### config.mk
export PLATFORM = sky130hd
export DESIGN_NAME = rx_fifo_status_and_loopback
export DESIGN_NICKNAME = d
export VERILOG_FILES = /design/src/verilog/rx_fifo_pkg.sv /design/src/verilog/fifo_flag_if.sv /design/src/verilog/fifo_flag_calc.sv /design/src/verilog/rx_fifo_status_and_loopback.sv
export SDC_FILE = /design/constraint.sdc
export NUM_CORES = 1
export LEC_CHECK = 0
export BUFFER_PORTS_ARGS = -buffer_cell sky130_fd_sc_hd__buf_4
export CORE_MARGIN = 2
export CORE_UTILIZATION = 50
export DETAILED_ROUTE_END_ITERATION = 10
export PLACE_DENSITY = 0.68
export SLEW_MARGIN = 20
export SYNTH_ARGS = -nofsm -noshare
export SYNTH_HDL_FRONTEND = slang
export SYNTH_SLANG_ARGS = --single-unit
### constraint.sdc
create_clock -name clk_sys -period 3 [get_ports clk_sys]
set_input_delay 0.3 -clock clk_sys [delete_from_list [all_inputs] [get_ports clk_sys]]
set_output_delay 0.3 -clock clk_sys [all_outputs]
set_load 0.01 [all_outputs]
### src/verilog/rx_fifo_pkg.sv
`default_nettype none
package rx_fifo_pkg;
   // Channel counts and FIFO depth
   localparam int RX_CHANNELS = 8;
   localparam int TX_CHANNELS = 4;
   localparam int FIFO_DEPTH  = 32;
   localparam int CNT_W       = 6;
   localparam int THR_W       = 5;

   // Register byte offsets on the host register port
   localparam logic [15:0] OFS_MUXED_FLAGS = 16'h800C;
   localparam logic [15:0] OFS_RX_CTRL0    = 16'h8010;
   localparam logic [15:0] OFS_RX_CTRL7    = 16'h8017;
   localparam logic [15:0] OFS_LOOPBACK    = 16'h8022;
   localparam logic [15:0] OFS_THR_LEVEL   = 16'h8028;
   localparam logic [15:0] OFS_FULL_FLAGS  = 16'h8029;
   localparam logic [15:0] OFS_OVER_FLAGS  = 16'h802A;
   localparam logic [15:0] OFS_NONEMPTY    = 16'h802B;

   // Reset values
   localparam logic [7:0]       RST_FLAGS     = 8'h00;
   localparam logic [7:0]       RST_RX_CTRL   = 8'h00;
   localparam logic [7:0]       RST_LOOPBACK  = 8'h00;
   localparam logic [THR_W-1:0] RST_THR_LEVEL = 5'h10;
   localparam logic [7:0]       UNMAPPED_READ = 8'h00;

   // Field position of the flag source select in each control register
   localparam int FSEL_LSB = 0;

   // Flag source select encodings
   typedef enum logic [1:0]
   {
      FSEL_NEVER    = 2'h0,
      FSEL_NONEMPTY = 2'h1,
      FSEL_OVER     = 2'h2,
      FSEL_FULL     = 2'h3
   } flag_source_select_t;
endpackage : rx_fifo_pkg
`default_nettype wire

### src/verilog/fifo_flag_if.sv
`timescale 1ns/1ps
`default_nettype none
interface fifo_flag_if;
   import rx_fifo_pkg::*;
   logic [CNT_W-1:0]   count [RX_CHANNELS];
   logic [THR_W-1:0]   thrLevel;
   logic [1:0]         flagSourceSelect [RX_CHANNELS];
   logic [RX_CHANNELS-1:0] fifoNonemptyBit;
   logic [RX_CHANNELS-1:0] fifoOverLevelBit;
   logic [RX_CHANNELS-1:0] fifoFullBit;
   logic [RX_CHANNELS-1:0] channelSelectedFlag;

   // Flag calculator sees counts and settings, returns flags
   modport calc (input count, thrLevel, flagSourceSelect,
                 output fifoNonemptyBit, fifoOverLevelBit, fifoFullBit,
                 channelSelectedFlag);
   modport user (output count, thrLevel, flagSourceSelect,
                 input fifoNonemptyBit, fifoOverLevelBit, fifoFullBit,
                 channelSelectedFlag);
endinterface : fifo_flag_if
`default_nettype wire

### src/verilog/fifo_flag_calc.sv
`timescale 1ns/1ps
`default_nettype none
module fifo_flag_calc
(
   fifo_flag_if.calc flags
);
   import rx_fifo_pkg::*;

   localparam logic [CNT_W-1:0] CNT_FULL = CNT_W'(FIFO_DEPTH);

   // Flags are pure functions of the live count, so a host read that
   // drops the count clears them with no extra state to go stale
   for (genvar ch = 0; ch < RX_CHANNELS; ch++)
   begin : g_chan
      assign flags.fifoNonemptyBit[ch] = (flags.count[ch] != '0);
      // strictly above level; fall out of the compare
      assign flags.fifoOverLevelBit[ch] =
         (flags.count[ch] > {1'b0, flags.thrLevel});
      assign flags.fifoFullBit[ch] = (flags.count[ch] == CNT_FULL);

      always_comb
      begin
         case (flags.flagSourceSelect[ch])
            FSEL_NEVER:    flags.channelSelectedFlag[ch] = 1'b0;
            FSEL_NONEMPTY: flags.channelSelectedFlag[ch] =
                              flags.fifoNonemptyBit[ch];
            FSEL_OVER:     flags.channelSelectedFlag[ch] =
                              flags.fifoOverLevelBit[ch];
            FSEL_FULL:     flags.channelSelectedFlag[ch] =
                              flags.fifoFullBit[ch];
            default:       flags.channelSelectedFlag[ch] = 1'b0;
         endcase
      end
   end
endmodule : fifo_flag_calc
`default_nettype wire

### src/verilog/rx_fifo_status_and_loopback.sv
`timescale 1ns/1ps
`default_nettype none
// How it works
// - Nonempty bit per channel when count nonzero
// - Over-level bit when count exceeds level
// - Full bit when count reaches 32
// - Per-channel flag chosen by select field
// - Level zero means at least one
// - Level all ones equals full
// - Level resets to sixteen
// - Loopback bit feeds receiver from transmitter
// - Transmitter k feeds receivers 2k, 2k+1
// - External input ignored during loopback
// - Transmit mask disables transmit pins
// - Reset empties FIFOs, clears status
// - Select 00 never,01 nonempty,10 over,11 full
// - Write into full FIFO drops oldest
module rx_fifo_status_and_loopback
(
   input  wire logic                               clk_sys,
   input  wire logic                               rst,
   input  wire logic [15:0]                        regAddr,
   input  wire logic                               regWrEn,
   input  wire logic [7:0]                         regWrData,
   input  wire logic                               regRdEn,
   output logic      [7:0]                         regRdData,
   input  wire logic [rx_fifo_pkg::RX_CHANNELS-1:0] msgWrite,
   input  wire logic [rx_fifo_pkg::RX_CHANNELS-1:0] msgRead,
   input  wire logic [rx_fifo_pkg::RX_CHANNELS-1:0] rxPinSerial,
   input  wire logic [rx_fifo_pkg::TX_CHANNELS-1:0] txSerial,
   output logic      [rx_fifo_pkg::RX_CHANNELS-1:0] receiverSerial,
   input  wire logic                               transmitOutputMask,
   output logic      [rx_fifo_pkg::TX_CHANNELS-1:0] txPinOut,
   output logic      [rx_fifo_pkg::TX_CHANNELS-1:0] txPinOe,
   output logic      [rx_fifo_pkg::RX_CHANNELS-1:0] channelSelectedFlag
);
   import rx_fifo_pkg::*;

   localparam logic [CNT_W-1:0] CNT_FULL = CNT_W'(FIFO_DEPTH);

   logic [CNT_W-1:0]       count_r [RX_CHANNELS];
   logic [CNT_W-1:0]       count_nxt [RX_CHANNELS];
   logic [7:0]             rxCtrl_r [RX_CHANNELS];
   logic [7:0]             rxCtrl_nxt [RX_CHANNELS];
   logic [THR_W-1:0]       thrLevel_r;
   logic [THR_W-1:0]       thrLevel_nxt;
   logic [RX_CHANNELS-1:0] loopbackRouteBits_r;
   logic [RX_CHANNELS-1:0] loopbackRouteBits_nxt;
   logic [7:0]             rdData_r;
   logic [7:0]             rdData_nxt;
   logic [RX_CHANNELS-1:0] rxRoute_r;
   logic [RX_CHANNELS-1:0] rxRoute_nxt;
   logic [TX_CHANNELS-1:0] txOut_r;
   logic [TX_CHANNELS-1:0] txOut_nxt;
   logic [TX_CHANNELS-1:0] txOe_r;
   logic [TX_CHANNELS-1:0] txOe_nxt;

   fifo_flag_if flags ();

   fifo_flag_calc u_calc
   (
      .flags (flags.calc)
   );

   // Hand counts and settings to the flag calculator
   always_comb
   begin
      flags.thrLevel = thrLevel_r;
      for (int ch = 0; ch < RX_CHANNELS; ch++)
      begin
         flags.count[ch]            = count_r[ch];
         flags.flagSourceSelect[ch] = rxCtrl_r[ch][FSEL_LSB +: 2];
      end
   end

   assign channelSelectedFlag = flags.channelSelectedFlag;
   assign regRdData           = rdData_r;
   assign receiverSerial      = rxRoute_r;
   assign txPinOut            = txOut_r;
   assign txPinOe             = txOe_r;

   // Occupancy counts: storage lives elsewhere, only depth is tracked
   always_comb
   begin
      for (int ch = 0; ch < RX_CHANNELS; ch++)
      begin
         count_nxt[ch] = count_r[ch];
         if (msgWrite[ch] && !msgRead[ch])
         begin
            // full write drops oldest, count holds
            if (count_r[ch] != CNT_FULL)
               count_nxt[ch] = count_r[ch] + 6'h01;
         end
         else if (msgRead[ch] && !msgWrite[ch])
         begin
            if (count_r[ch] != '0)
               count_nxt[ch] = count_r[ch] - 6'h01;
         end
         else if (msgRead[ch] && msgWrite[ch] && count_r[ch] == '0)
            count_nxt[ch] = 6'h01; // Nothing to pop, the write lands
      end
   end

   // Register writes; status offsets are derived and ignore writes
   always_comb
   begin
      thrLevel_nxt          = thrLevel_r;
      loopbackRouteBits_nxt = loopbackRouteBits_r;
      for (int ch = 0; ch < RX_CHANNELS; ch++)
         rxCtrl_nxt[ch] = rxCtrl_r[ch];
      if (regWrEn)
      begin
         if (regAddr == OFS_THR_LEVEL)
            thrLevel_nxt = regWrData[THR_W-1:0];
         // routing takes the written value next cycle
         if (regAddr == OFS_LOOPBACK)
            loopbackRouteBits_nxt = regWrData;
         if (regAddr >= OFS_RX_CTRL0 && regAddr <= OFS_RX_CTRL7)
            rxCtrl_nxt[regAddr[2:0]] = regWrData;
      end
   end

   // Read mux, captured on the read strobe; unmapped reads return zero
   always_comb
   begin
      rdData_nxt = rdData_r;
      if (regRdEn)
      begin
         rdData_nxt = UNMAPPED_READ;
         case (regAddr)
            OFS_MUXED_FLAGS: rdData_nxt = flags.channelSelectedFlag;
            OFS_FULL_FLAGS:  rdData_nxt = flags.fifoFullBit;
            OFS_OVER_FLAGS:  rdData_nxt = flags.fifoOverLevelBit;
            OFS_NONEMPTY:    rdData_nxt = flags.fifoNonemptyBit;
            OFS_LOOPBACK:    rdData_nxt = loopbackRouteBits_r;
            OFS_THR_LEVEL:   rdData_nxt = {3'h0, thrLevel_r};
            default:
            begin
               if (regAddr >= OFS_RX_CTRL0 && regAddr <= OFS_RX_CTRL7)
                  rdData_nxt = rxCtrl_r[regAddr[2:0]];
            end
         endcase
      end
   end

   // Receiver input routing and transmit pin gating
   always_comb
   begin
      for (int ch = 0; ch < RX_CHANNELS; ch++)
      begin
         // pin data never reaches a looped receiver
         rxRoute_nxt[ch] = loopbackRouteBits_r[ch] ? txSerial[ch / 2]
                                                  : rxPinSerial[ch];
      end
      // mask parks pins low and releases them
      txOut_nxt = transmitOutputMask ? '0 : txSerial;
      txOe_nxt  = transmitOutputMask ? '0 : '1;
   end

   // Single register stage for all state
   always_ff @(posedge clk_sys)
   begin
      if (rst)
      begin
         thrLevel_r          <= RST_THR_LEVEL;
         loopbackRouteBits_r <= RST_LOOPBACK;
         rdData_r            <= RST_FLAGS;
         rxRoute_r           <= '0;
         txOut_r             <= '0;
         txOe_r              <= '0;
         for (int ch = 0; ch < RX_CHANNELS; ch++)
         begin
            count_r[ch]  <= '0;
            rxCtrl_r[ch] <= RST_RX_CTRL;
         end
      end
      else
      begin
         thrLevel_r          <= thrLevel_nxt;
         loopbackRouteBits_r <= loopbackRouteBits_nxt;
         rdData_r            <= rdData_nxt;
         rxRoute_r           <= rxRoute_nxt;
         txOut_r             <= txOut_nxt;
         txOe_r              <= txOe_nxt;
         for (int ch = 0; ch < RX_CHANNELS; ch++)
         begin
            count_r[ch]  <= count_nxt[ch];
            rxCtrl_r[ch] <= rxCtrl_nxt[ch];
         end
      end
   end
endmodule : rx_fifo_status_and_loopback
`default_nettype wire
---- Word level (Yosys, flattened, before mapping) ----
Memory sizes are Yosys's and may differ from the RTL's.
Cells that the tools add are included.
cells by class
  add/subtract/negate cells ............... 16
  magnitude comparators ................... 12
  eq/ne operators ......................... 46
  multiplexer cells ....................... 83
  bitwise logic cells ..................... 17
  reductions and logical operators ........ 77
operators by type and width
  operator                number
  $mux W6                 48
  $mux W64                2
  $eq A16 B16 Y1 const B  6
  $mux W8                 10
  $bwmux W64              1
  $add A6 B1 Y6 const B   8
  $eq A6 B6 Y1 const B    8
  $gt A6 B5 Y1            8
  $logic_not A6 Y1        8
  $ne A6 B6 Y1 const B    8
  $pmux W8 S6             1
  $reduce_bool A6 Y1      8
  $sub A6 B1 Y6 const B   8
  $logic_and A1 B1 Y1     34
  $eq A2 B2 Y1 const B    16
  $pmux W1 S4             8
  $demux W8 S3            1
  $eq A2 B1 Y1 const B    8
  $ge A16 B16 Y1 const B  1
  $le A16 B16 Y1 const B  1
  $logic_not A1 Y1        16
  $logic_not A2 Y1        8
  $or A1 B1 Y1            16
  $mux W1                 11
  6 further kinds         7
word-level totals
  register bits ........................... 37
  memory bits (writable) .................. 112
  input port bits ......................... 57
  memories kept ........................... 2
memories
  memory    words  width  read ports  clocked after memory_dff  wr ports  RTL line                           source
  rxCtrl_r  8      8      9           0                         8         rx_fifo_status_and_loopback.sv:43  logic [7:0] rxCtrl_r [RX_CHANNELS];
  count_r   8      6      8           0                         8         rx_fifo_status_and_loopback.sv:41  logic [CNT_W-1:0] count_r [RX_CHANNELS];

---- Depth between registers and ports, before layout ----
Gate-level depths: netlist of run 1.
  word-level depth ........................ 9
  gate-level depth with buffers ........... 9
  gate-level depth less buffers ........... 8

---- Modules after synthesis ----
Synthesis of run 1 repeated with hierarchy kept, for this count alone.
unflattened totals
  cells, all modules ...................... 1209
  area, all modules ....................... 10178.5 um^2
by module, submodules not included
  module                       times used  cells each  area an instance (um^2)  seq. area each (um^2)
  rx_fifo_status_and_loopback  1           1021        8679.6                   2922.8
  fifo_flag_calc               1           188         1498.9                   0.0

---- Worst setup path after synthesis of run 1 ----
Ideal clock, no wire load.
  kind .................................... reg-to-reg
  start ................................... mem count_r[3][0], in the netlist count_r[0][18]
  end ..................................... mem count_r[3][2], in the netlist count_r[0][20]
  arrival time ............................ 2.040 ns
  slack ................................... 0.845 ns
  cell stages (with the launch flop) ...... 10
  clock period less this slack ............ 2.155 ns
  cell sequence ........................... dfxtp_1 > inv_1 > ha_1 > nor4b_4 > a21o_1 > a222oi_1 > clkbuf_1 > a21boi_0 > xor2_1 > and2_1
RTL lines
  item             RTL line
  start, declared  rx_fifo_status_and_loopback.sv:41

==> results of run 1 <==
[worst max-delay path, cell delays in order, from the launching register on]
cell     delay (ns)
dfxtp_1        0.38
inv_1          0.15
ha_1           0.16
nor4b_2        0.48
nor2b_1        0.37
a21oi_1        0.07
a32o_1         0.24
buf_4          0.16
[cells in the mapped netlist (9+ instances only)]
cell type	count	area share
mux4_2	10	0.024
mux2i_1	34	0.036
clkbuf_1	42	0.016
a32o_1	12	0.013
nand2_1	226	0.089
and3_1	9	0.0059
ha_1	87	0.11
o211ai_1	11	0.0086
inv_1	47	0.018
xor2_1	11	0.010
nor3_1	18	0.0094
o21ai_0	45	0.024
a21oi_1	99	0.052
and2_1	12	0.0078
a211oi_1	19	0.015
a21boi_0	9	0.0071
buf_2	15	0.0078
nand3_1	62	0.032
dfxtp_1	146	0.31
a21o_1	12	0.0094
nor2_1	97	0.038
nor2b_1	33	0.022
[per-stage QoR]
| step | hold slack [ns] | std cells |
|---|---|---|
| final | 0.0840 | 1514 |
| after global placement | 0.434 | 1481 |
| after global routing | 0.0841 | 1514 |
| after floorplan | 0.396 | 1204 |
| after detailed placement | 0.443 | 1482 |
| after CTS | 0.0739 | 1514 |
[worst paths after layout]
path | to | slack (ns) | depth (start not counted)
max | channelSelectedFlag[1] | 0.26 | 7
min | txPinOut[0]$_SDFF_PP0_ | 0.08 | 2
max reg2reg | count_r[0][5]$_SDFFE_PP0P_ | 0.44 | 8
min reg2reg | rxCtrl_r[4][4]$_SDFFE_PP0P_ | 0.45 | 2
[state kept, by name (all words and copies together) (netlist names)]
name,count
txPinOut,4
txPinOe,1
count_r,48
receiverSerial,8
regRdData,8
flags.thrLevel,5
rxCtrl_r,64
loopbackRouteBits_r,8
[per-layer routing]
layer | up-vias | global-route usage
met4 | 0 | 0.0803
met2 | 297 | 0.431
met3 | 40 | 0.0414
met1 | 4188 | 0.362
met5 | - | 0
li1 | 4411 | -
[final cells by class]
type / count / area (µm²)
sequential: 146 / 2920
inverter: 47 / 176
tap: 234 / 293
fill: 1715 / 7750
multi-input combinational: 947 / 6200
timing repair buffer: 108 / 808
clock buffer: 17 / 425
clock inverter: 15 / 186
[cell families after synthesis]
group / share of synthesized area
adders and majority gates: 0.114
xor gates and xnor gates: 0.0146
muxes: 0.0649
AOI/OAI and AO/OA: 0.182
buffers and inverters: 0.0478
and+or+nand+nor: 0.273
DFF: 0.305
[where the power goes]
group	switching, mW	total (mW)	internal, mW
Combinational	0.721	1.32	0.595
Sequential	0.180	2.22	2.04
Clock	1.04	2.17	1.14
==> run_results.csv, run 1 <==
group,metric,value,unit
setup_path,critical_path.max_fanout,7,
yosys,syn_nets,1348,
yosys,synth.distinct_cells,69,
floorplanning,die-area,20300,µm²
pwr,ir_drop,0.417,mV
yosys,synthArstFlopShare,0,
cts,clk_latency,0.43,ns
global_route,track_usage,0.265,
floorplanning,io_pins,89,
layout,syn2layout_area_growth,14.9,%
timing,worst_slack,0.258,ns
yosys,postSynthAreaPerCell,7.96,µm²
place,place_ws,0.511,ns
min_path,hp-class,"in -> reg",
cts,root_buffer,"clkbuf_16",
drt,wl_met1,12000,µm
yosys,ys_seq_elements,146,
drt,dr_wl_met3,1590,µm
layout,drive_above_1_share,0.142,
layout,final_cell_mix,"nand2_1, dfxtp_1, buf_4",
drt,drt_wl_total,26400,µm
setup_path,crit_start,"count_r[0][6]$_SDFFE_PP0P_",
timing,rsz0062_at_grt,"no",
layout,final_area,11000,µm²
floorplanning,num_rows,50,
yosys,synth_edf_count,0,
global_route,grt-ovfl-total,0,
timing,setup_viol,0,
timing,hold_viol,0,
cts,holdBufCountCts,0,
yosys,syn_area,9580,µm²
timing,min_period,2.74,ns
drt,vias,8936,
place,io_buffers,88,
cts,ctsLongestPathBuffers,2,
timing,worst_slew_pin_slew,0.799,ns
status,status,"complete, no violations",
cts,clk_pin_slew,0.07,ns
layout,fin_nets,1411,
yosys,ys_warn_count,0,
timing,fin_worst_skew,0.00790,ns
cts,cts_sinks,146,
layout,final_util,0.587,
place,gp_congestion,0.911,
yosys,ys_seq_area_frac,0.305,
setup_path,crit_arrival,2.44,ns
drt,wl_per_cell,17.4,µm
pwr,powerDensity,518,nW/µm²
place,placed_area,10400,µm²
yosys,synthCells,1204,
drt,top_layer_used,"met4",
job,drv_cap,0,
cts,postCtsSetupBuffers,0,
floorplanning,die_w,142,µm
place,hpwlAfterDp,18400,µm
floorplanning,coreArea,18800,µm²
cts,h-tree-depth,4,
yosys,synthFlopType,"dfxtp_1",
pwr,power_leakage,4.48,nW
cts,cts_tree,"yes",
drt,drtIter0Drc,684,
global_route,grt_pass1_wl,42900,µm
cts,cts_resized,0,
timing,tns,0,ns
drt,vias_per_cell,5.90,
setup_path,start_kind,"flip-flop",
cts,cts_buffers,17,
timing,fin_crit_sh,0.914,
setup_path,cp.required,2.70,ns
timing,relSlewSlack,0.465,
drt,drcViolationCount,0,
global_route,grt_max_degree,72,
global_route,antenna_found_initial,0,
setup_path,reg2reg_from,"count_r[0][0]$_SDFFE_PP0P_",
floorplanning,die_height,142,µm
pwr,p_total,5.71,mW
setup_path,path_class,"reg -> out",
setup_path,critPathCaptureType,"output pin",
floorplanning,floorplan.initialDensity,0.511,
timing,fmax,365,MHz
layout,n_antenna_cell,0,
layout,layout_commonest_cell,"nand2_1",
global_route,grt_pass1_vias,8401,
min_path,hold_start,"txSerial[0]",
drt,ant_nets,0,
drt,drt_pass1_iterations,6,
drt,routed-wl-met2,12200,µm
timing,finalMaxSlewViolations,0,
Note: power is estimated with default switching activity, not from simulation.
==> run 2, diff against run 1 <==
--- a/config.mk
+++ b/config.mk
@@ -10,6 +10,7 @@
 export CORE_UTILIZATION = 50
 export DETAILED_ROUTE_END_ITERATION = 10
 export PLACE_DENSITY = 0.68
+export RECOVER_POWER = 100
 export SLEW_MARGIN = 20
 export SYNTH_ARGS = -nofsm -noshare
 export SYNTH_HDL_FRONTEND = slang
==> run 2 against run 1 <==
  * Global-route usage did not move
  * Clock skew is essentially flat
  * Critical path depth down 1
  * Via count is 0.30% lower
  * Total power is 0.85% lower
  * Die area unchanged
  * Count of clock-buffer cells in the layout unchanged
  * Register-to-register slack got worse by 0.14 ns
  * Fmax fell by 0.91%
  * Critical endpoint is now channelSelectedFlag[7]
==> run_results.csv, run 2 (synthesized netlist as in run 1, its figures left out) <==
group,metric,value,unit
cts,cts_resized,0,
global_route,grt_pass1_vias,8401,
cts,holdBufCountCts,0,
place,hpwlAfterDp,18400,µm
layout,final_area,10800,µm²
layout,largest_register,"rxCtrl_r",
timing,min_period,2.77,ns
layout,layout_commonest_cell,"nand2_1",
job,drv_cap,0,
layout,drive_above_1_share,0.102,
floorplanning,floorplan.initialDensity,0.511,
cts,root_buffer,"clkbuf_16",
cts,clk_latency,0.43,ns
cts,ctsLongestPathBuffers,2,
cts,h-tree-depth,4,
status,status,"complete, no violations",
floorplanning,die_w,142,µm
cts,cts_buffers,17,
drt,ant_nets,0,
place,place_inst,1482,
pwr,power_leakage,4.28,nW
drt,vias_per_cell,5.88,
place,place_ws,0.511,ns
global_route,grt_max_degree,72,
cts,cts_tree,"yes",
drt,wl_per_cell,17.4,µm
floorplanning,io_pins,89,
layout,fin_nets,1411,
layout,final_cell_mix,"nand2_1, dfxtp_1, nor2_1",
pwr,powerDensity,525,nW/µm²
cts,clk_pin_slew,0.07,ns
global_route,track_usage,0.265,
global_route,grt-ovfl-total,0,
min_path,hp-class,"in -> reg",
timing,rsz0062_at_grt,"no",
drt,drt_pass1_iterations,6,
place,placed_area,10400,µm²
place,io_buffers,88,
timing,fin_crit_sh,0.922,
timing,fin_worst_skew,0.00814,ns
timing,relSlewSlack,0.0704,
drt,drtIter0Drc,678,
global_route,antenna_found_initial,0,
setup_path,crit_arrival,2.47,ns
global_route,grt_pass1_wl,42900,µm
layout,final_util,0.574,
layout,n_antenna_cell,0,
layout,reg.largest.list,"rxCtrl_r x64, count_r x48",
drt,vias,8909,
setup_path,path_class,"reg -> out",
timing,setup_viol,0,
pwr,ir_drop,0.418,mV
setup_path,critical_path.max_fanout,7,
floorplanning,die-area,20300,µm²
cts,postCtsSetupBuffers,0,
layout,largest_register_ffs,64,
timing,fmax,361,MHz
drt,drcViolationCount,0,
setup_path,critPathCaptureType,"output pin",
timing,worst_slew_pin_slew,1.39,ns
floorplanning,num_rows,50,
place,gp_congestion,0.911,
cts,cts_sinks,146,
setup_path,start_kind,"flip-flop",
timing,tns,0,ns
setup_path,cp.required,2.70,ns
timing,worst_slack,0.233,ns
layout,nFillCells,1763,
timing,whs,0.0830,ns
floorplanning,coreArea,18800,µm²
timing,hold_viol,0,
timing,finalMaxSlewViolations,0,
pwr,p_total,5.66,mW
layout,layout.cells.non_filler,1514,
floorplanning,die_height,142,µm
drt,drt_wl_total,26300,µm
layout,syn2layout_area_growth,12.5,%
## run 2: power by group
group          leakage (nW)  switching [mW]  internal [mW]  total (mW)
sequential             1.19           0.178           2.04        2.21
combinational          2.79           0.715          0.553        1.27
clock                 0.297            1.04           1.14        2.17
total                  4.28            1.93           3.73        5.66
## run 2: metal layers
metal | global-route usage | wire [µm]
met5 | 0 | 0
met4 | 0.0803 | 554
met3 | 0.0414 | 1560
met2 | 0.431 | 12300
met1 | 0.362 | 11900
## run 2: final timing paths
path | from | end | slack (ns) | cells past startpoint
worst max-delay path | count_r[1][18]$_SDFFE_PP0P_ | channelSelectedFlag[7] | 0.23 | 6
worst max register to register | count_r[1][18]$_SDFFE_PP0P_ | count_r[1][22]$_SDFFE_PP0P_ | 0.30 | 8
worst min register to register | rxCtrl_r[4][4]$_SDFFE_PP0P_ | rxCtrl_r[4][4]$_SDFFE_PP0P_ | 0.45 | 2
worst min-delay path | txSerial[0] | txPinOut[0]$_SDFF_PP0_ | 0.08 | 2
## run 2: cell type report
cell class / count / area (µm²) / area share
flip-flops and latches: 146 / 2920 / 0.271
inverters: 47 / 176 / 0.0164
clock buffers: 17 / 425 / 0.0395
well taps: 234 / 293 / 0.0272
multi-input cells: 947 / 6120 / 0.568
repair buffers: 108 / 658 / 0.0610
clock inverters: 15 / 186 / 0.0173
## run 2: worst max-delay path, stage by stage, from the launching register on
cell and delay (ns):
dfxtp_1 0.38, inv_1 0.13, ha_1 0.16, nor4b_1 0.78, o21ai_0 0.17, a32o_1 0.26, buf_4 0.16
